===== config.mk =====
export PLATFORM = sky130hd
export DESIGN_NAME = asq_scan_sequencer
export DESIGN_NICKNAME = d
export VERILOG_FILES = /design/src/asq_pkg.sv /design/src/asq_result_mem.sv /design/src/asq_scan_sequencer.sv
export SDC_FILE = /design/constraint.sdc
export NUM_CORES = 1
export LEC_CHECK = 0
export BUFFER_PORTS_ARGS = -buffer_cell sky130_fd_sc_hd__buf_2
export CORE_MARGIN = 8
export CORE_UTILIZATION = 45
export CTS_CLUSTER_DIAMETER = 50
export CTS_CLUSTER_SIZE = 10
export DETAILED_ROUTE_END_ITERATION = 10
export PLACE_DENSITY_LB_ADDON = 0.08
export SLEW_MARGIN = 5
export SYNTH_ARGS = -nofsm -noshare
export SYNTH_HDL_FRONTEND = slang
export SYNTH_SLANG_ARGS = --single-unit

===== constraint.sdc =====
create_clock -name clk -period 9.3 [get_ports clk]
set_input_delay 0.93 -clock clk [delete_from_list [all_inputs] [get_ports clk]]
set_output_delay 0.93 -clock clk [all_outputs]
set_load 0.03 [all_outputs]

===== src/asq_pkg.sv =====
// constants, state encoding and the channel search shared by the scan sequencer files
// assumes a 32-bit aligned register map reached over an AXI4-Lite slave port
package asq_pkg;

	// register byte addresses
	localparam logic [31:0] ADDR_SCAN_CONTROL   = 32'hFFFFE800;
	localparam logic [31:0] ADDR_CHANNEL_SELECT = 32'hFFFFE820;
	localparam logic [31:0] ADDR_CONV_STATUS    = 32'hFFFFE824;
	localparam logic [31:0] ADDR_IRQ_STATUS     = 32'hFFFFE828;
	localparam logic [31:0] ADDR_IRQ_MASK       = 32'hFFFFE82C;
	localparam logic [31:0] ADDR_RESULT_BASE    = 32'hFFFFE840;

	// sizes
	localparam int NUM_CH = 8;
	localparam int RES_W  = 12;
	localparam int REG_W  = 8;

	// scan_control field positions
	localparam int CTRL_START = 0;
	localparam int CTRL_HWEN  = 1;
	localparam int CTRL_IE    = 4;
	localparam int CTRL_ACE   = 5;
	localparam int CTRL_MODE  = 6;

	// conv_status and irq status field positions
	localparam int STAT_FLAG      = 0;
	localparam int STAT_BUSY      = 1;
	localparam int IRQ_SCAN_END   = 0;
	localparam int IRQ_OVERRUN    = 1;

	// reset values
	localparam logic [7:0] SCAN_CONTROL_RST   = 8'h00;
	localparam logic [7:0] CHANNEL_SELECT_RST = 8'h00;
	localparam logic [7:0] IRQ_MASK_RST       = 8'h00;

	// bus responses and channel search result meaning none left
	localparam logic [1:0] RESP_OKAY   = 2'h0;
	localparam logic [1:0] RESP_SLVERR = 2'h2;
	localparam logic [3:0] CH_NONE     = 4'h8;

	typedef enum logic [1:0] {
		ST_IDLE  = 2'b00,
		ST_ISSUE = 2'b01,
		ST_WAIT  = 2'b10
	} asq_state_e;

	// lowest selected channel at or above from, CH_NONE when there is none
	function automatic logic [3:0] asq_next_ch(input logic [7:0] mask, input logic [3:0] from);
		logic [3:0] r;
		r = CH_NONE;
		for (int i = NUM_CH - 1; i >= 0; i--) begin
			if (i >= int'(from) && mask[i]) begin
				r = 4'(i);
			end
		end
		return r;
	endfunction

endpackage


===== src/asq_result_mem.sv =====
// per-channel result store: one write port for conversions, one clear port, registered read
// assumes a single clock; a conversion write beats a clear to the same entry
`timescale 1ns/1ps
module asq_result_mem
	import asq_pkg::*;
(
	// clock and reset
	input  wire logic             clk,
	input  wire logic             rst,
	// conversion write
	input  wire logic             wr_en,
	input  wire logic [2:0]       wr_idx,
	input  wire logic [RES_W-1:0] wr_data,
	// clear after read
	input  wire logic             clr_en,
	input  wire logic [2:0]       clr_idx,
	// read
	input  wire logic             rd_en,
	input  wire logic [2:0]       rd_idx,
	output logic      [RES_W-1:0] rd_data
);

	logic [RES_W-1:0] mem_q [NUM_CH];
	logic [RES_W-1:0] rd_data_q;

	// storage; the newer result must survive a simultaneous clear
	always_ff @(posedge clk or posedge rst) begin
		if (rst) begin
			for (int i = 0; i < NUM_CH; i++) begin
				mem_q[i] <= '0;
			end
		end else begin
			if (clr_en) begin
				mem_q[clr_idx] <= '0;
			end
			if (wr_en) begin
				mem_q[wr_idx] <= wr_data;
			end
		end
	end

	// read data register
	always_ff @(posedge clk or posedge rst) begin
		if (rst) begin
			rd_data_q <= '0;
		end else if (rd_en) begin
			rd_data_q <= mem_q[rd_idx];
		end
	end

	assign rd_data = rd_data_q;

endmodule


===== src/asq_scan_sequencer.sv =====
// scan sequencer for a 12-bit converter: registers, triggers, channel walk, results
// assumes an external converter core that answers each conv_start with one conv_done pulse
//
// Added by the designer: register access over AXI4-Lite.
`timescale 1ns/1ps
module asq_scan_sequencer
	import asq_pkg::*;
(
	// clock and reset
	input  wire logic             clk,
	input  wire logic             rst,
	// axi4-lite write
	input  wire logic [31:0]      s_axi_awaddr,
	input  wire logic             s_axi_awvalid,
	output logic                  s_axi_awready,
	input  wire logic [31:0]      s_axi_wdata,
	input  wire logic [3:0]       s_axi_wstrb,
	input  wire logic             s_axi_wvalid,
	output logic                  s_axi_wready,
	output logic [1:0]            s_axi_bresp,
	output logic                  s_axi_bvalid,
	input  wire logic             s_axi_bready,
	// axi4-lite read
	input  wire logic [31:0]      s_axi_araddr,
	input  wire logic             s_axi_arvalid,
	output logic                  s_axi_arready,
	output logic [31:0]           s_axi_rdata,
	output logic [1:0]            s_axi_rresp,
	output logic                  s_axi_rvalid,
	input  wire logic             s_axi_rready,
	// hardware triggers, timer pulses active high
	input  wire logic             timer_trig_a,
	input  wire logic             timer_ch0_trig,
	input  wire logic             timer_ch4_trig_a,
	input  wire logic             timer_ch4_trig_b,
	input  wire logic             timer2_trig_a,
	input  wire logic             timer2_ch4_trig_a,
	input  wire logic             timer2_ch4_trig_b,
	input  wire logic             ext_trigger_in_n,
	// converter core
	output logic                  conv_start,
	output logic [2:0]            conv_channel,
	input  wire logic             conv_done,
	input  wire logic [RES_W-1:0] conv_result,
	// sample-and-hold control
	output logic [2:0]            sh_dedicated_hold,
	output logic                  sh_shared_sel,
	// interrupt
	output logic                  irq
);

	asq_state_e       state_q;
	logic [3:0]       cur_ch_q;
	logic [7:0]       scan_mask_q;
	logic             start_q, mode_q, ace_q, ie_q, hwen_q;
	logic [7:0]       chsel_q;
	logic             flag_q;
	logic [7:0]       irq_stat_q, irq_mask_q;
	logic             irq_q, ext_prev_q;
	logic             conv_start_q, sh_shared_q;
	logic [2:0]       conv_ch_q, sh_hold_q;
	logic             awready_q, wready_q, bvalid_q, aw_got_q, w_got_q;
	logic [1:0]       bresp_q, rresp_q;
	logic [31:0]      awaddr_q, wdata_q, araddr_q, rdata_q;
	logic [3:0]       wstrb_q;
	logic             arready_q, rd_pend_q, rvalid_q;
	logic [RES_W-1:0] mem_rd;

	// address decode of the result window, used for reads and writes
	function automatic logic is_result(input logic [31:0] a);
		return a[31:5] == ADDR_RESULT_BASE[31:5];
	endfunction

	// bus handshakes and register strobes
	logic aw_hs, w_hs, ar_hs, wr_commit, wr_lane, wr_hit, rd_done;
	logic wr_ctrl, wr_chsel, wr_stat, wr_istat, wr_imask;
	assign aw_hs     = s_axi_awvalid && awready_q;
	assign w_hs      = s_axi_wvalid && wready_q;
	assign ar_hs     = s_axi_arvalid && arready_q;
	assign wr_commit = aw_got_q && w_got_q && !bvalid_q;
	assign wr_lane   = wr_commit && wstrb_q[0];
	assign wr_ctrl   = wr_lane && awaddr_q == ADDR_SCAN_CONTROL;
	assign wr_chsel  = wr_lane && awaddr_q == ADDR_CHANNEL_SELECT;
	assign wr_stat   = wr_lane && awaddr_q == ADDR_CONV_STATUS;
	assign wr_istat  = wr_lane && awaddr_q == ADDR_IRQ_STATUS;
	assign wr_imask  = wr_lane && awaddr_q == ADDR_IRQ_MASK;
	assign wr_hit    = awaddr_q == ADDR_SCAN_CONTROL || awaddr_q == ADDR_CHANNEL_SELECT
		|| awaddr_q == ADDR_CONV_STATUS || awaddr_q == ADDR_IRQ_STATUS
		|| awaddr_q == ADDR_IRQ_MASK || is_result(awaddr_q);
	assign rd_done   = rvalid_q && s_axi_rready;

	// trigger detection; triggers are ignored entirely while the enable is low
	logic ext_fall, timer_any, hw_trig;
	assign ext_fall  = ext_prev_q && !ext_trigger_in_n;
	assign timer_any = timer_trig_a || timer_ch0_trig || timer_ch4_trig_a
		|| timer_ch4_trig_b || timer2_trig_a || timer2_ch4_trig_a
		|| timer2_ch4_trig_b;
	assign hw_trig   = hwen_q && (ext_fall || timer_any);

	// scan walk decisions
	logic       done_ev, scan_end, begin_scan, idle_empty;
	logic [3:0] nxt, first;
	assign first      = asq_next_ch(chsel_q, 4'h0);
	assign nxt        = asq_next_ch(scan_mask_q, 4'(cur_ch_q + 4'h1));
	assign done_ev    = state_q == ST_WAIT && conv_done;
	assign scan_end   = done_ev && start_q && nxt[3];
	assign begin_scan = (state_q == ST_IDLE && start_q && !first[3])
		|| (scan_end && mode_q && !first[3]);
	assign idle_empty = state_q == ST_IDLE && start_q && first[3] && !mode_q;

	// write channel: address and data taken in either order, response after both
	always_ff @(posedge clk or posedge rst) begin
		if (rst) begin
			awready_q <= 1'b0;
			wready_q  <= 1'b0;
			aw_got_q  <= 1'b0;
			w_got_q   <= 1'b0;
			awaddr_q  <= 32'h0;
			wdata_q   <= 32'h0;
			wstrb_q   <= 4'h0;
			bvalid_q  <= 1'b0;
			bresp_q   <= RESP_OKAY;
		end else begin
			if (aw_hs) begin
				aw_got_q  <= 1'b1;
				awaddr_q  <= s_axi_awaddr;
				awready_q <= 1'b0;
			end else if (!aw_got_q && !bvalid_q) begin
				awready_q <= 1'b1;
			end
			if (w_hs) begin
				w_got_q  <= 1'b1;
				wdata_q  <= s_axi_wdata;
				wstrb_q  <= s_axi_wstrb;
				wready_q <= 1'b0;
			end else if (!w_got_q && !bvalid_q) begin
				wready_q <= 1'b1;
			end
			if (wr_commit) begin
				aw_got_q <= 1'b0;
				w_got_q  <= 1'b0;
				bvalid_q <= 1'b1;
				bresp_q  <= wr_hit ? RESP_OKAY : RESP_SLVERR;
			end else if (bvalid_q && s_axi_bready) begin
				bvalid_q <= 1'b0;
			end
		end
	end

	// read data mux; result words sit in the low twelve bits
	logic [31:0] rd_word;
	logic        rd_hit;
	always_comb begin
		rd_word = 32'h0;
		rd_hit  = 1'b1;
		if (is_result(araddr_q)) begin
			rd_word = {20'h0, mem_rd};
		end else begin
			case (araddr_q)
				ADDR_SCAN_CONTROL:   rd_word = {24'h0, 1'b0, mode_q, ace_q, ie_q, 2'h0,
					hwen_q, start_q};
				ADDR_CHANNEL_SELECT: rd_word = {24'h0, chsel_q};
				ADDR_CONV_STATUS:    rd_word = {30'h0, state_q != ST_IDLE, flag_q};
				ADDR_IRQ_STATUS:     rd_word = {24'h0, irq_stat_q};
				ADDR_IRQ_MASK:       rd_word = {24'h0, irq_mask_q};
				default:             rd_hit  = 1'b0;
			endcase
		end
	end

	// read channel: answer one edge after the address is taken
	always_ff @(posedge clk or posedge rst) begin
		if (rst) begin
			arready_q <= 1'b0;
			araddr_q  <= 32'h0;
			rd_pend_q <= 1'b0;
			rvalid_q  <= 1'b0;
			rdata_q   <= 32'h0;
			rresp_q   <= RESP_OKAY;
		end else begin
			if (ar_hs) begin
				araddr_q  <= s_axi_araddr;
				arready_q <= 1'b0;
				rd_pend_q <= 1'b1;
			end else if (!rd_pend_q && !rvalid_q) begin
				arready_q <= 1'b1;
			end
			if (rd_pend_q) begin
				rd_pend_q <= 1'b0;
				rvalid_q  <= 1'b1;
				rdata_q   <= rd_word;
				rresp_q   <= rd_hit ? RESP_OKAY : RESP_SLVERR;
			end else if (rd_done) begin
				rvalid_q <= 1'b0;
			end
		end
	end

	// control register; a trigger in the same cycle as a stop write still starts
	always_ff @(posedge clk or posedge rst) begin
		if (rst) begin
			start_q <= SCAN_CONTROL_RST[CTRL_START];
			hwen_q  <= SCAN_CONTROL_RST[CTRL_HWEN];
			ie_q    <= SCAN_CONTROL_RST[CTRL_IE];
			ace_q   <= SCAN_CONTROL_RST[CTRL_ACE];
			mode_q  <= SCAN_CONTROL_RST[CTRL_MODE];
			chsel_q <= CHANNEL_SELECT_RST;
		end else begin
			if ((scan_end && !mode_q) || idle_empty) begin
				start_q <= 1'b0;
			end
			if (wr_ctrl) begin
				start_q <= wdata_q[CTRL_START];
				hwen_q  <= wdata_q[CTRL_HWEN];
				ie_q    <= wdata_q[CTRL_IE];
				ace_q   <= wdata_q[CTRL_ACE];
				mode_q  <= wdata_q[CTRL_MODE];
			end
			if (hw_trig) begin
				start_q <= 1'b1;
			end
			if (wr_chsel) begin
				chsel_q <= wdata_q[REG_W-1:0];
			end
		end
	end

	// scan-end flag and sticky interrupt status; hardware set beats software clear
	always_ff @(posedge clk or posedge rst) begin
		if (rst) begin
			flag_q     <= 1'b0;
			irq_stat_q <= 8'h00;
			irq_mask_q <= IRQ_MASK_RST;
			irq_q      <= 1'b0;
			ext_prev_q <= 1'b1;
		end else begin
			ext_prev_q <= ext_trigger_in_n;
			if (wr_stat && !wdata_q[STAT_FLAG]) begin
				flag_q <= 1'b0;
			end
			if (scan_end) begin
				flag_q <= 1'b1;
			end
			if (wr_istat) begin
				irq_stat_q <= irq_stat_q & ~wdata_q[REG_W-1:0];
			end
			if (scan_end) begin
				irq_stat_q[IRQ_SCAN_END] <= 1'b1;
			end
			if (hw_trig && start_q) begin
				irq_stat_q[IRQ_OVERRUN] <= 1'b1;
			end
			if (wr_imask) begin
				irq_mask_q <= wdata_q[REG_W-1:0];
			end
			irq_q <= |(irq_stat_q & irq_mask_q & {7'h7F, ie_q});
		end
	end

	// channel walk; the channel set is snapshot at each scan start
	always_ff @(posedge clk or posedge rst) begin
		if (rst) begin
			state_q     <= ST_IDLE;
			cur_ch_q    <= 4'h0;
			scan_mask_q <= 8'h00;
		end else begin
			case (state_q)
				ST_IDLE: begin
					if (begin_scan) begin
						cur_ch_q    <= first;
						scan_mask_q <= chsel_q;
						state_q     <= ST_ISSUE;
					end
				end
				ST_ISSUE: state_q <= ST_WAIT;
				ST_WAIT: begin
					if (done_ev) begin
						if (!start_q) begin
							state_q <= ST_IDLE;
						end else if (!nxt[3]) begin
							cur_ch_q <= nxt;
							state_q  <= ST_ISSUE;
						end else if (begin_scan) begin
							cur_ch_q    <= first;
							scan_mask_q <= chsel_q;
							state_q     <= ST_ISSUE;
						end else begin
							state_q <= ST_IDLE;
						end
					end
				end
				default: state_q <= ST_IDLE;
			endcase
		end
	end

	// converter request and sample-and-hold steering
	always_ff @(posedge clk or posedge rst) begin
		if (rst) begin
			conv_start_q <= 1'b0;
			conv_ch_q    <= 3'h0;
			sh_hold_q    <= 3'h0;
			sh_shared_q  <= 1'b0;
		end else begin
			conv_start_q <= state_q == ST_ISSUE;
			if (state_q == ST_ISSUE) begin
				conv_ch_q   <= cur_ch_q[2:0];
				sh_shared_q <= cur_ch_q < 4'h3;
			end else if (done_ev) begin
				sh_shared_q <= 1'b0;
			end
			if (begin_scan) begin
				sh_hold_q <= chsel_q[2:0];
			end else if (done_ev && cur_ch_q < 4'h3) begin
				sh_hold_q[cur_ch_q[1:0]] <= 1'b0;
			end
		end
	end

	// result store; a read with auto clear empties the word it returned
	asq_result_mem u_mem (
		.clk     (clk),
		.rst     (rst),
		.wr_en   (done_ev),
		.wr_idx  (cur_ch_q[2:0]),
		.wr_data (conv_result),
		.clr_en  (rd_done && ace_q && is_result(araddr_q)),
		.clr_idx (araddr_q[4:2]),
		.rd_en   (ar_hs),
		.rd_idx  (s_axi_araddr[4:2]),
		.rd_data (mem_rd)
	);

	assign s_axi_awready     = awready_q;
	assign s_axi_wready      = wready_q;
	assign s_axi_bvalid      = bvalid_q;
	assign s_axi_bresp       = bresp_q;
	assign s_axi_arready     = arready_q;
	assign s_axi_rvalid      = rvalid_q;
	assign s_axi_rdata       = rdata_q;
	assign s_axi_rresp       = rresp_q;
	assign conv_start        = conv_start_q;
	assign conv_channel      = conv_ch_q;
	assign sh_dedicated_hold = sh_hold_q;
	assign sh_shared_sel     = sh_shared_q;
	assign irq               = irq_q;
endmodule


# Yosys cells after proc, flatten, opt, wreduce, memory -nomap -nowiden
# Index checks and enable logic that the tools add are counted.
op_classes:
  eq_ne: 18
  bitwise: 11
  add_sub_neg: 1
  n_lt_le_gt_ge: 16
  mux: 78
  reduce_logical: 88
ops:
  columns: ["op", "count"]
  rows:
  - ["$eq 32x32->1 const B", 10]
  - ["$mux 96", 2]
  - ["$and 96x96->96", 1]
  - ["$bwmux 96", 1]
  - ["$not 96->96", 1]
  - ["$mux 4", 20]
  - ["$demux 12 s3", 2]
  - ["$mux 12", 5]
  - ["$eq 27x27->1 const B", 2]
  - ["$logic_and 1x1->1", 44]
  - ["$pmux 8 s5", 1]
  - ["$bmux 12 s3", 1]
  - ["$mux 8", 4]
  - ["$mux 1", 31]
  - ["$reduce_bool 2->1", 14]
  - ["$and 8x8->8", 3]
  - ["$ge 3x4->1 const A", 4]
  - ["$pmux 8 s2", 1]
  - ["$logic_or 1x1->1", 14]
  - ["$ge 4x4->1 const B", 3]
  - ["$not 3->4", 3]
  - ["$mux 2", 5]
  - ["$logic_not 1->1", 9]
  - ["$ge 1x4->1 const A", 2]
  - ["other kinds (23)", 29]
totals:
  wordCells: 256
  ff_bits: 279

# Logic depth before layout (Yosys ltp)
logic_depth:
  ltp_word: 20
  mapped_depth: 10

# By module
# A second synthesis with hierarchy kept.
unflattened:
  hier_cells: 943
  hier_area_um2: 11895.2
modules_own_cells:
  columns: ["module", "seq_area_each_um2", "n_inst", "area_per_inst_um2", "cells_each"]
  rows:
  - ["asq_scan_sequencer", 3729.8, 1, 6926.6, 565]
  - ["asq_result_mem", 2702.6, 1, 4968.5, 378]

# Worst setup path before layout
# No wires, ideal clock.
synth_path:
  path_kind: "input port to flip-flop"
  start: "in s_axi_araddr[2]"
  end: "reg u_mem.rd_data_q[0], in the netlist u_mem.rd_data[0]"
  cell_stages: 5
  n_path_buf: 2
  t_required_ns: 9.165
  arrival_time_ns: 2.366
  path_slack_ns: 6.799
  path_cell_list: "clkbuf_1 > clkbuf_1 > mux4_2 > mux2i_1 > o21ai_0"
synth_via:
  elab_chain_len: 4
synth_lines:
  columns: ["item", "line_no", "text"]
  rows:
  - ["start: declaration", "asq_scan_sequencer.sv:24", "input wire logic [31:0] s_axi_araddr,"]
  - ["$not 3->4 (implied by the code)", "asq_result_mem.sv:47", "rd_data_q <= mem_q[rd_idx];"]
  - ["$bmux 12 s3", "asq_result_mem.sv:47", null]
  - ["$mux 12 (implied by the code) (2 in a row)", "asq_result_mem.sv:47", null]
  - ["end signal: assignment", "asq_result_mem.sv:47", null]
  - ["end: declaration", "asq_result_mem.sv:24", "logic [RES_W-1:0] rd_data_q;"]
# Every way passes these cells. The select of a mux whose other input is x is not followed.
# A chain may end at the register's enable or synchronous reset.

# Worst setup path in the final report
layout_path:
  start: "reg cur_ch_q[1]"
  end: "reg cur_ch_q[0]"
layout_via:
  elab_chain_len: 20
  elab_cells_between_ends: 34
  cone_classes: "1 x add/sub; 8 x order compare; 13 x mux; 12 x reduce/logical"
layout_lines:
  columns: ["item", "line_no", "text"]
  rows:
  - ["start: declaration", "asq_scan_sequencer.sv:53", "logic [3:0] cur_ch_q;"]
  - ["start signal: assignment", "asq_scan_sequencer.sv:270", "cur_ch_q <= first;"]
  - ["start signal: assignment", "asq_scan_sequencer.sv:281", "cur_ch_q <= nxt;"]
  - ["start signal: assignment", "asq_scan_sequencer.sv:284", "cur_ch_q <= first;"]
  - ["$add 4x1->4 (*)", "asq_scan_sequencer.sv:104", "assign nxt = asq_next_ch(scan_mask_q, 4'(cur_ch_q + 4'h1));"]
  - ["$ge 3x4->1", "asq_pkg.sv:52", "if (i >= int'(from) && mask[i]) begin"]
  - ["$logic_and 1x1->1", "asq_pkg.sv:52", null]
  - ["$mux 4 (7 in a row)", "asq_pkg.sv:52", null]
  - ["$mux 4 (*)", "asq_pkg.sv:52", null]
  - ["$logic_and 1x1->1", "asq_scan_sequencer.sv:106", "assign scan_end = done_ev && start_q && nxt[3];"]
  - ["$logic_and 1x1->1 (2 in a row)", "asq_scan_sequencer.sv:108", "|| (scan_end && mode_q && !first[3]);"]
  - ["$logic_or 1x1->1", "asq_scan_sequencer.sv:108", null]
  - ["$mux 4", null, null]
  - ["$mux 4", "asq_scan_sequencer.sv:280", "end else if (!nxt[3]) begin"]
  - ["$mux 4", "asq_scan_sequencer.sv:278", "if (!start_q) begin"]
  - ["$mux 4", "asq_scan_sequencer.sv:277", "if (done_ev) begin"]
  - ["$pmux 4 s2 (*)", "asq_scan_sequencer.sv:267", "case (state_q)"]
# Mark *: on every way between the ends. The rest lies on a longest branch, timed or not. The select of a mux whose other input is x is not followed.

==> impl_results.html <==
<table>
<tr><th>Metric</th><th>Value</th></tr>
<tr><th colspan="2">Status</th></tr>
<tr><td>Result of the run</td><td>finished, final reports clean</td></tr>
<tr><th colspan="2">Synthesis</th></tr>
<tr><td>Share of synthesized flip-flops with an asynchronous set or reset</td><td>1.00</td></tr>
<tr><td>Number of enable-type register cells in the synthesized netlist</td><td>0</td></tr>
<tr><td>Leading register cell type out of synthesis</td><td>sky130_fd_sc_hd__dfrtp_1</td></tr>
<tr><td>Count of cell types in the netlist</td><td>74</td></tr>
<tr><td>Flop and latch count out of synthesis</td><td>257</td></tr>
<tr><td>Yosys warns</td><td>0</td></tr>
<tr><td>Instance count of the mapped netlist</td><td>900</td></tr>
<tr><td>Post-synthesis average cell area</td><td>between 10 and 15 um2</td></tr>
<tr><td>Sequential cell area fraction in the yosys report</td><td>0.563</td></tr>
<tr><td>Total standard cell area after synthesis</td><td>11400 um2</td></tr>
<tr><th colspan="2">Pwr</th></tr>
<tr><td>Peak supply drop</td><td>roughly 0.16 mV</td></tr>
<tr><td>Sw power</td><td>0.851 mW</td></tr>
<tr><td>Logic gate share of total power</td><td>0.139</td></tr>
<tr><td>Leakage</td><td>6.26 nW</td></tr>
<tr><td>Switch share</td><td>0.266</td></tr>
<tr><td>P per Cell Area</td><td>238 nW/um2</td></tr>
<tr><td>Power share of the clock group</td><td>0.403</td></tr>
<tr><td>Sequential Power Share</td><td>0.458</td></tr>
<tr><td>Internal Power</td><td>~2.3 mW</td></tr>
<tr><th colspan="2">STA</th></tr>
<tr><td>Slew Viols, Final</td><td>0</td></tr>
<tr><td>RSZ-0062 raised after global routing</td><td>no</td></tr>
<tr><td>Clock period minus final worst setup slack</td><td>approximately 3100 ps</td></tr>
<tr><td>Final number of hold-violating endpoints</td><td>0</td></tr>
<tr><td>Fin Clk Skew</td><td>9.82 ps</td></tr>
<tr><td>Slew HR</td><td>0.349</td></tr>
<tr><td>Least-Margin Pin Slew</td><td>976 ps</td></tr>
<tr><td>Highest clock frequency the design can meet</td><td>0.325 GHz</td></tr>
<tr><td>Final setup viols</td><td>0</td></tr>
<tr><td>Final WS setup</td><td>6230 ps</td></tr>
<tr><td>Fin Setup TNS</td><td>0 ps</td></tr>
<tr><td>Share of the cycle needed by the critical path after routing</td><td>0.331</td></tr>
<tr><th colspan="2">Clock tree</th></tr>
<tr><td>TritonCTS clock tree</td><td>built</td></tr>
<tr><td>Worst skew pair latency</td><td>500 ps</td></tr>
<tr><td>Total clock buffers created by CTS</td><td>35</td></tr>
<tr><td>Number of gates given a new drive strength after cts</td><td>0</td></tr>
<tr><td>CTS Root Cell</td><td>sky130_fd_sc_hd__clkbuf_16</td></tr>
<tr><td>H-tree depth reported by CTS</td><td>2</td></tr>
<tr><td>Clock transition at the registers of the reported paths</td><td>roughly 50 ps</td></tr>
<tr><td>Clock sink count</td><td>257</td></tr>
<tr><td>Maximum buffer depth of the clock tree</td><td>3</td></tr>
<tr><td>Quantity of hold-fixing buffers added after cts</td><td>0</td></tr>
<tr><td>Setup Buffers After CTS</td><td>0</td></tr>
<tr><th colspan="2">Detailed routing</th></tr>
<tr><td>Post-DR wirelength/cell</td><td>20.7 um</td></tr>
<tr><td>Number of antenna-violating nets in the routed design</td><td>0</td></tr>
<tr><td>WL final</td><td>28300 um</td></tr>
<tr><td>Detail-routed via count per cell</td><td>5.65</td></tr>
<tr><td>DRC violation total after the first TritonRoute iteration</td><td>568</td></tr>
<tr><td>Detailed-routing iteration count for the pre-antenna-repair pass</td><td>8</td></tr>
<tr><td>Vias post-DR</td><td>7732</td></tr>
<tr><td># DRC</td><td>0</td></tr>
<tr><th colspan="2">Floorplan</th></tr>
<tr><td>Standard-cell row count</td><td>58</td></tr>
<tr><td>Initial cell density of the core</td><td>0.456</td></tr>
<tr><td>Die width</td><td>175 um</td></tr>
<tr><td>Number of ports placed on the die boundary</td><td>178</td></tr>
<tr><td>Floorplan core area</td><td>between 20000 and 30000 um2</td></tr>
<tr><td>DIE AREA</td><td>slightly above 30000 um2</td></tr>
<tr><td>Floorplan die height</td><td>~180 um</td></tr>
<tr><th colspan="2">Critical path</th></tr>
<tr><td>Endpoint class of the critical path</td><td>register</td></tr>
<tr><td>Required @ worst endpoint</td><td>9740 ps</td></tr>
<tr><td>Maximum fanout encountered on the critical timing path</td><td>11</td></tr>
<tr><td>Arrival time reported for the critical path endpoint</td><td>3510 ps</td></tr>
<tr><td>Startpoint types</td><td>register</td></tr>
<tr><td>Worst setup path class</td><td>reg2reg</td></tr>
<tr><th colspan="2">Finish</th></tr>
<tr><td>Final layout net count</td><td>about 1200</td></tr>
<tr><td>Fraction of final layout cells sized beyond drive strength 1</td><td>0.306</td></tr>
<tr><td>Area delta synth-&gt;final</td><td>17.5%</td></tr>
<tr><th colspan="2">Global routing</th></tr>
<tr><td>Number of antenna violations at the first check in global routing</td><td>1</td></tr>
<tr><td>Global Route Usage Sum</td><td>0.186</td></tr>
<tr><td>Global-route wire length before repair</td><td>45900 um</td></tr>
<tr><td>Residual overflow from global routing</td><td>0</td></tr>
<tr><td>Number of global-route vias before repair</td><td>just over 8000</td></tr>
<tr><td>Pin count of the biggest net entering global routing</td><td>114</td></tr>
<tr><th colspan="2">Place</th></tr>
<tr><td>Port Buffers</td><td>128</td></tr>
<tr><td>Global placer's final weighted congestion</td><td>between 0.8 and 0.9</td></tr>
<tr><td>Pre-CTS setup slack</td><td>around 6300 ps</td></tr>
<tr><td>Dpl hpwl</td><td>18400 um</td></tr>
<tr><th colspan="2">Hold path</th></tr>
<tr><td>Class of the most critical hold timing path</td><td>reg2reg</td></tr>
<tr><th colspan="2">Flow run</th></tr>
<tr><td>Max-cap viol count</td><td>0</td></tr>
</table>
[cells in the mapped netlist (6+ instances only)]
master | number | share of area
sky130_fd_sc_hd__nor2_1 | 27 | 0.0089
sky130_fd_sc_hd__ha_1 | 6 | 0.0066
sky130_fd_sc_hd__a21oi_1 | 14 | 0.0061
sky130_fd_sc_hd__nor3_1 | 9 | 0.0039
sky130_fd_sc_hd__buf_2 | 9 | 0.0039
sky130_fd_sc_hd__mux2i_1 | 18 | 0.016
sky130_fd_sc_hd__buf_1 | 13 | 0.0043
sky130_fd_sc_hd__a31oi_1 | 6 | 0.0033
sky130_fd_sc_hd__a22o_1 | 98 | 0.075
sky130_fd_sc_hd__buf_4 | 24 | 0.016
sky130_fd_sc_hd__clkbuf_1 | 34 | 0.011
sky130_fd_sc_hd__mux2_2 | 81 | 0.080
sky130_fd_sc_hd__o21ai_0 | 39 | 0.017
sky130_fd_sc_hd__nand2_1 | 50 | 0.016
sky130_fd_sc_hd__nand4_1 | 9 | 0.0049
sky130_fd_sc_hd__o21ai_1 | 7 | 0.0031
sky130_fd_sc_hd__dfrtp_1 | 256 | 0.56
sky130_fd_sc_hd__mux4_2 | 25 | 0.049
sky130_fd_sc_hd__mux2_1 | 14 | 0.014
sky130_fd_sc_hd__a22oi_1 | 12 | 0.0079
sky130_fd_sc_hd__inv_1 | 33 | 0.011
sky130_fd_sc_hd__a21boi_1 | 6 | 0.0039
sky130_fd_sc_hd__nand3_1 | 15 | 0.0066
sky130_fd_sc_hd__o22ai_1 | 10 | 0.0055
[sequential cells by signal (all words and copies together) (netlist names), 4 cells and up]
name           cells
u_mem.mem_q       96
araddr_q          32
awaddr_q          32
s_axi_rdata       12
u_mem.rd_data     12
chsel_q            8
irq_mask_q         8
irq_stat_q         8
scan_mask_q        8
wdata_q            8
cur_ch_q           4
[placed cells by master, fill, tap and decap left out, drive strengths merged, types with 10 or more instances in the layout]
cell type and n:
o21ai 46, a22oi 12, mux2i 18, conb 22, nand3 15, inv 33, a22o 98, o22ai 10
a21oi 14, clkbuf 44, nand4 10, nor2 27, mux2 95, dfrtp 256, buf 146, nand2 51
mux4 25, nor3 10
[final timing paths]
kind / start / endpoint / slack [ps] / cells past startpoint
worst min register to register: conv_channel[0]$_DFFE_PP0P_ / conv_channel[0]$_DFFE_PP0P_ / 470 / 2
worst max register to register: cur_ch_q[1]$_DFFE_PP0P_ / cur_ch_q[0]$_DFFE_PP0P_ / 6230 / 8
worst max-delay path: cur_ch_q[1]$_DFFE_PP0P_ / cur_ch_q[0]$_DFFE_PP0P_ / 6230 / 8
max in group asynchronous: rst / s_axi_rresp[1]$_DFFE_PP0P_ / 7200 / 3
min in group asynchronous: rst / awaddr_q[13]$_DFFE_PP0P_ / 590 / 2
worst min-delay path: conv_channel[0]$_DFFE_PP0P_ / conv_channel[0]$_DFFE_PP0P_ / 470 / 2
[power groups by stage]
stage | clock network (mW) | logic, mW | registers (mW)
global route | 1.36 | 0.489 | 1.49
finish | 1.29 | 0.446 | 1.46
global placement | 0 | 0.444 | 1.48
floorplan | 0 | 0.380 | 1.42
CTS | 1.32 | 0.454 | 1.47
detailed placement | 0 | 0.453 | 1.49
[through the flow]
step	cells	total power [mW]	hold slack [ps]	cell area [um2]	utilization
final	1369	3.20	470	13400	0.536
after CTS	1368	3.24	478	13400	0.536
after detailed placement	1316	1.94	467	12300	0.492
after global routing	1368	3.35	502	13400	0.536
after global placement	1316	1.92	460	12300	0.492
after floorplan	921	1.80	443	11500	-
[kinds of logic after synthesis]
kind of cell               share of synthesized area
DFF                                            0.563
AOI/OAI and AO/OA                              0.149
and+or+nand+nor                               0.0734
muxes                                          0.159
buffers and inverters                         0.0464
adders and majority gates                    0.00657
xor gates and xnor gates                     0.00307
other                                       0.000328
[per-layer routing]
metal  share of wire  GRT usage
met5               0          0
met4           0.021     0.0590
met3           0.065     0.0432
met2            0.46      0.287
met1            0.46      0.256
[worst max-delay path, stage by stage (launching register included)]
cell and delay (ps):
sky130_fd_sc_hd__dfrtp_1 580, sky130_fd_sc_hd__inv_1 260, sky130_fd_sc_hd__ha_1 240, sky130_fd_sc_hd__nand2b_1 210, sky130_fd_sc_hd__a2111oi_0 730, sky130_fd_sc_hd__or2_2 270
sky130_fd_sc_hd__a21oi_1 130, sky130_fd_sc_hd__nor3_1 400, sky130_fd_sc_hd__a211o_1 190
[area by class of cell]
class / count / area, um2
Tap cell: 330 / 413
Sequential cell: 257 / 6430
Timing Repair Buffer: 146 / 776
Clock buffer: 44 / 982
Clock inverter: 8 / 123
Inverter: 33 / 131
Antenna cell: 1 / 2.50
Multi-Input combinational cell: 550 / 4570
Fill cell: 2175 / 11600
Power figures use the tool's default switching activity.
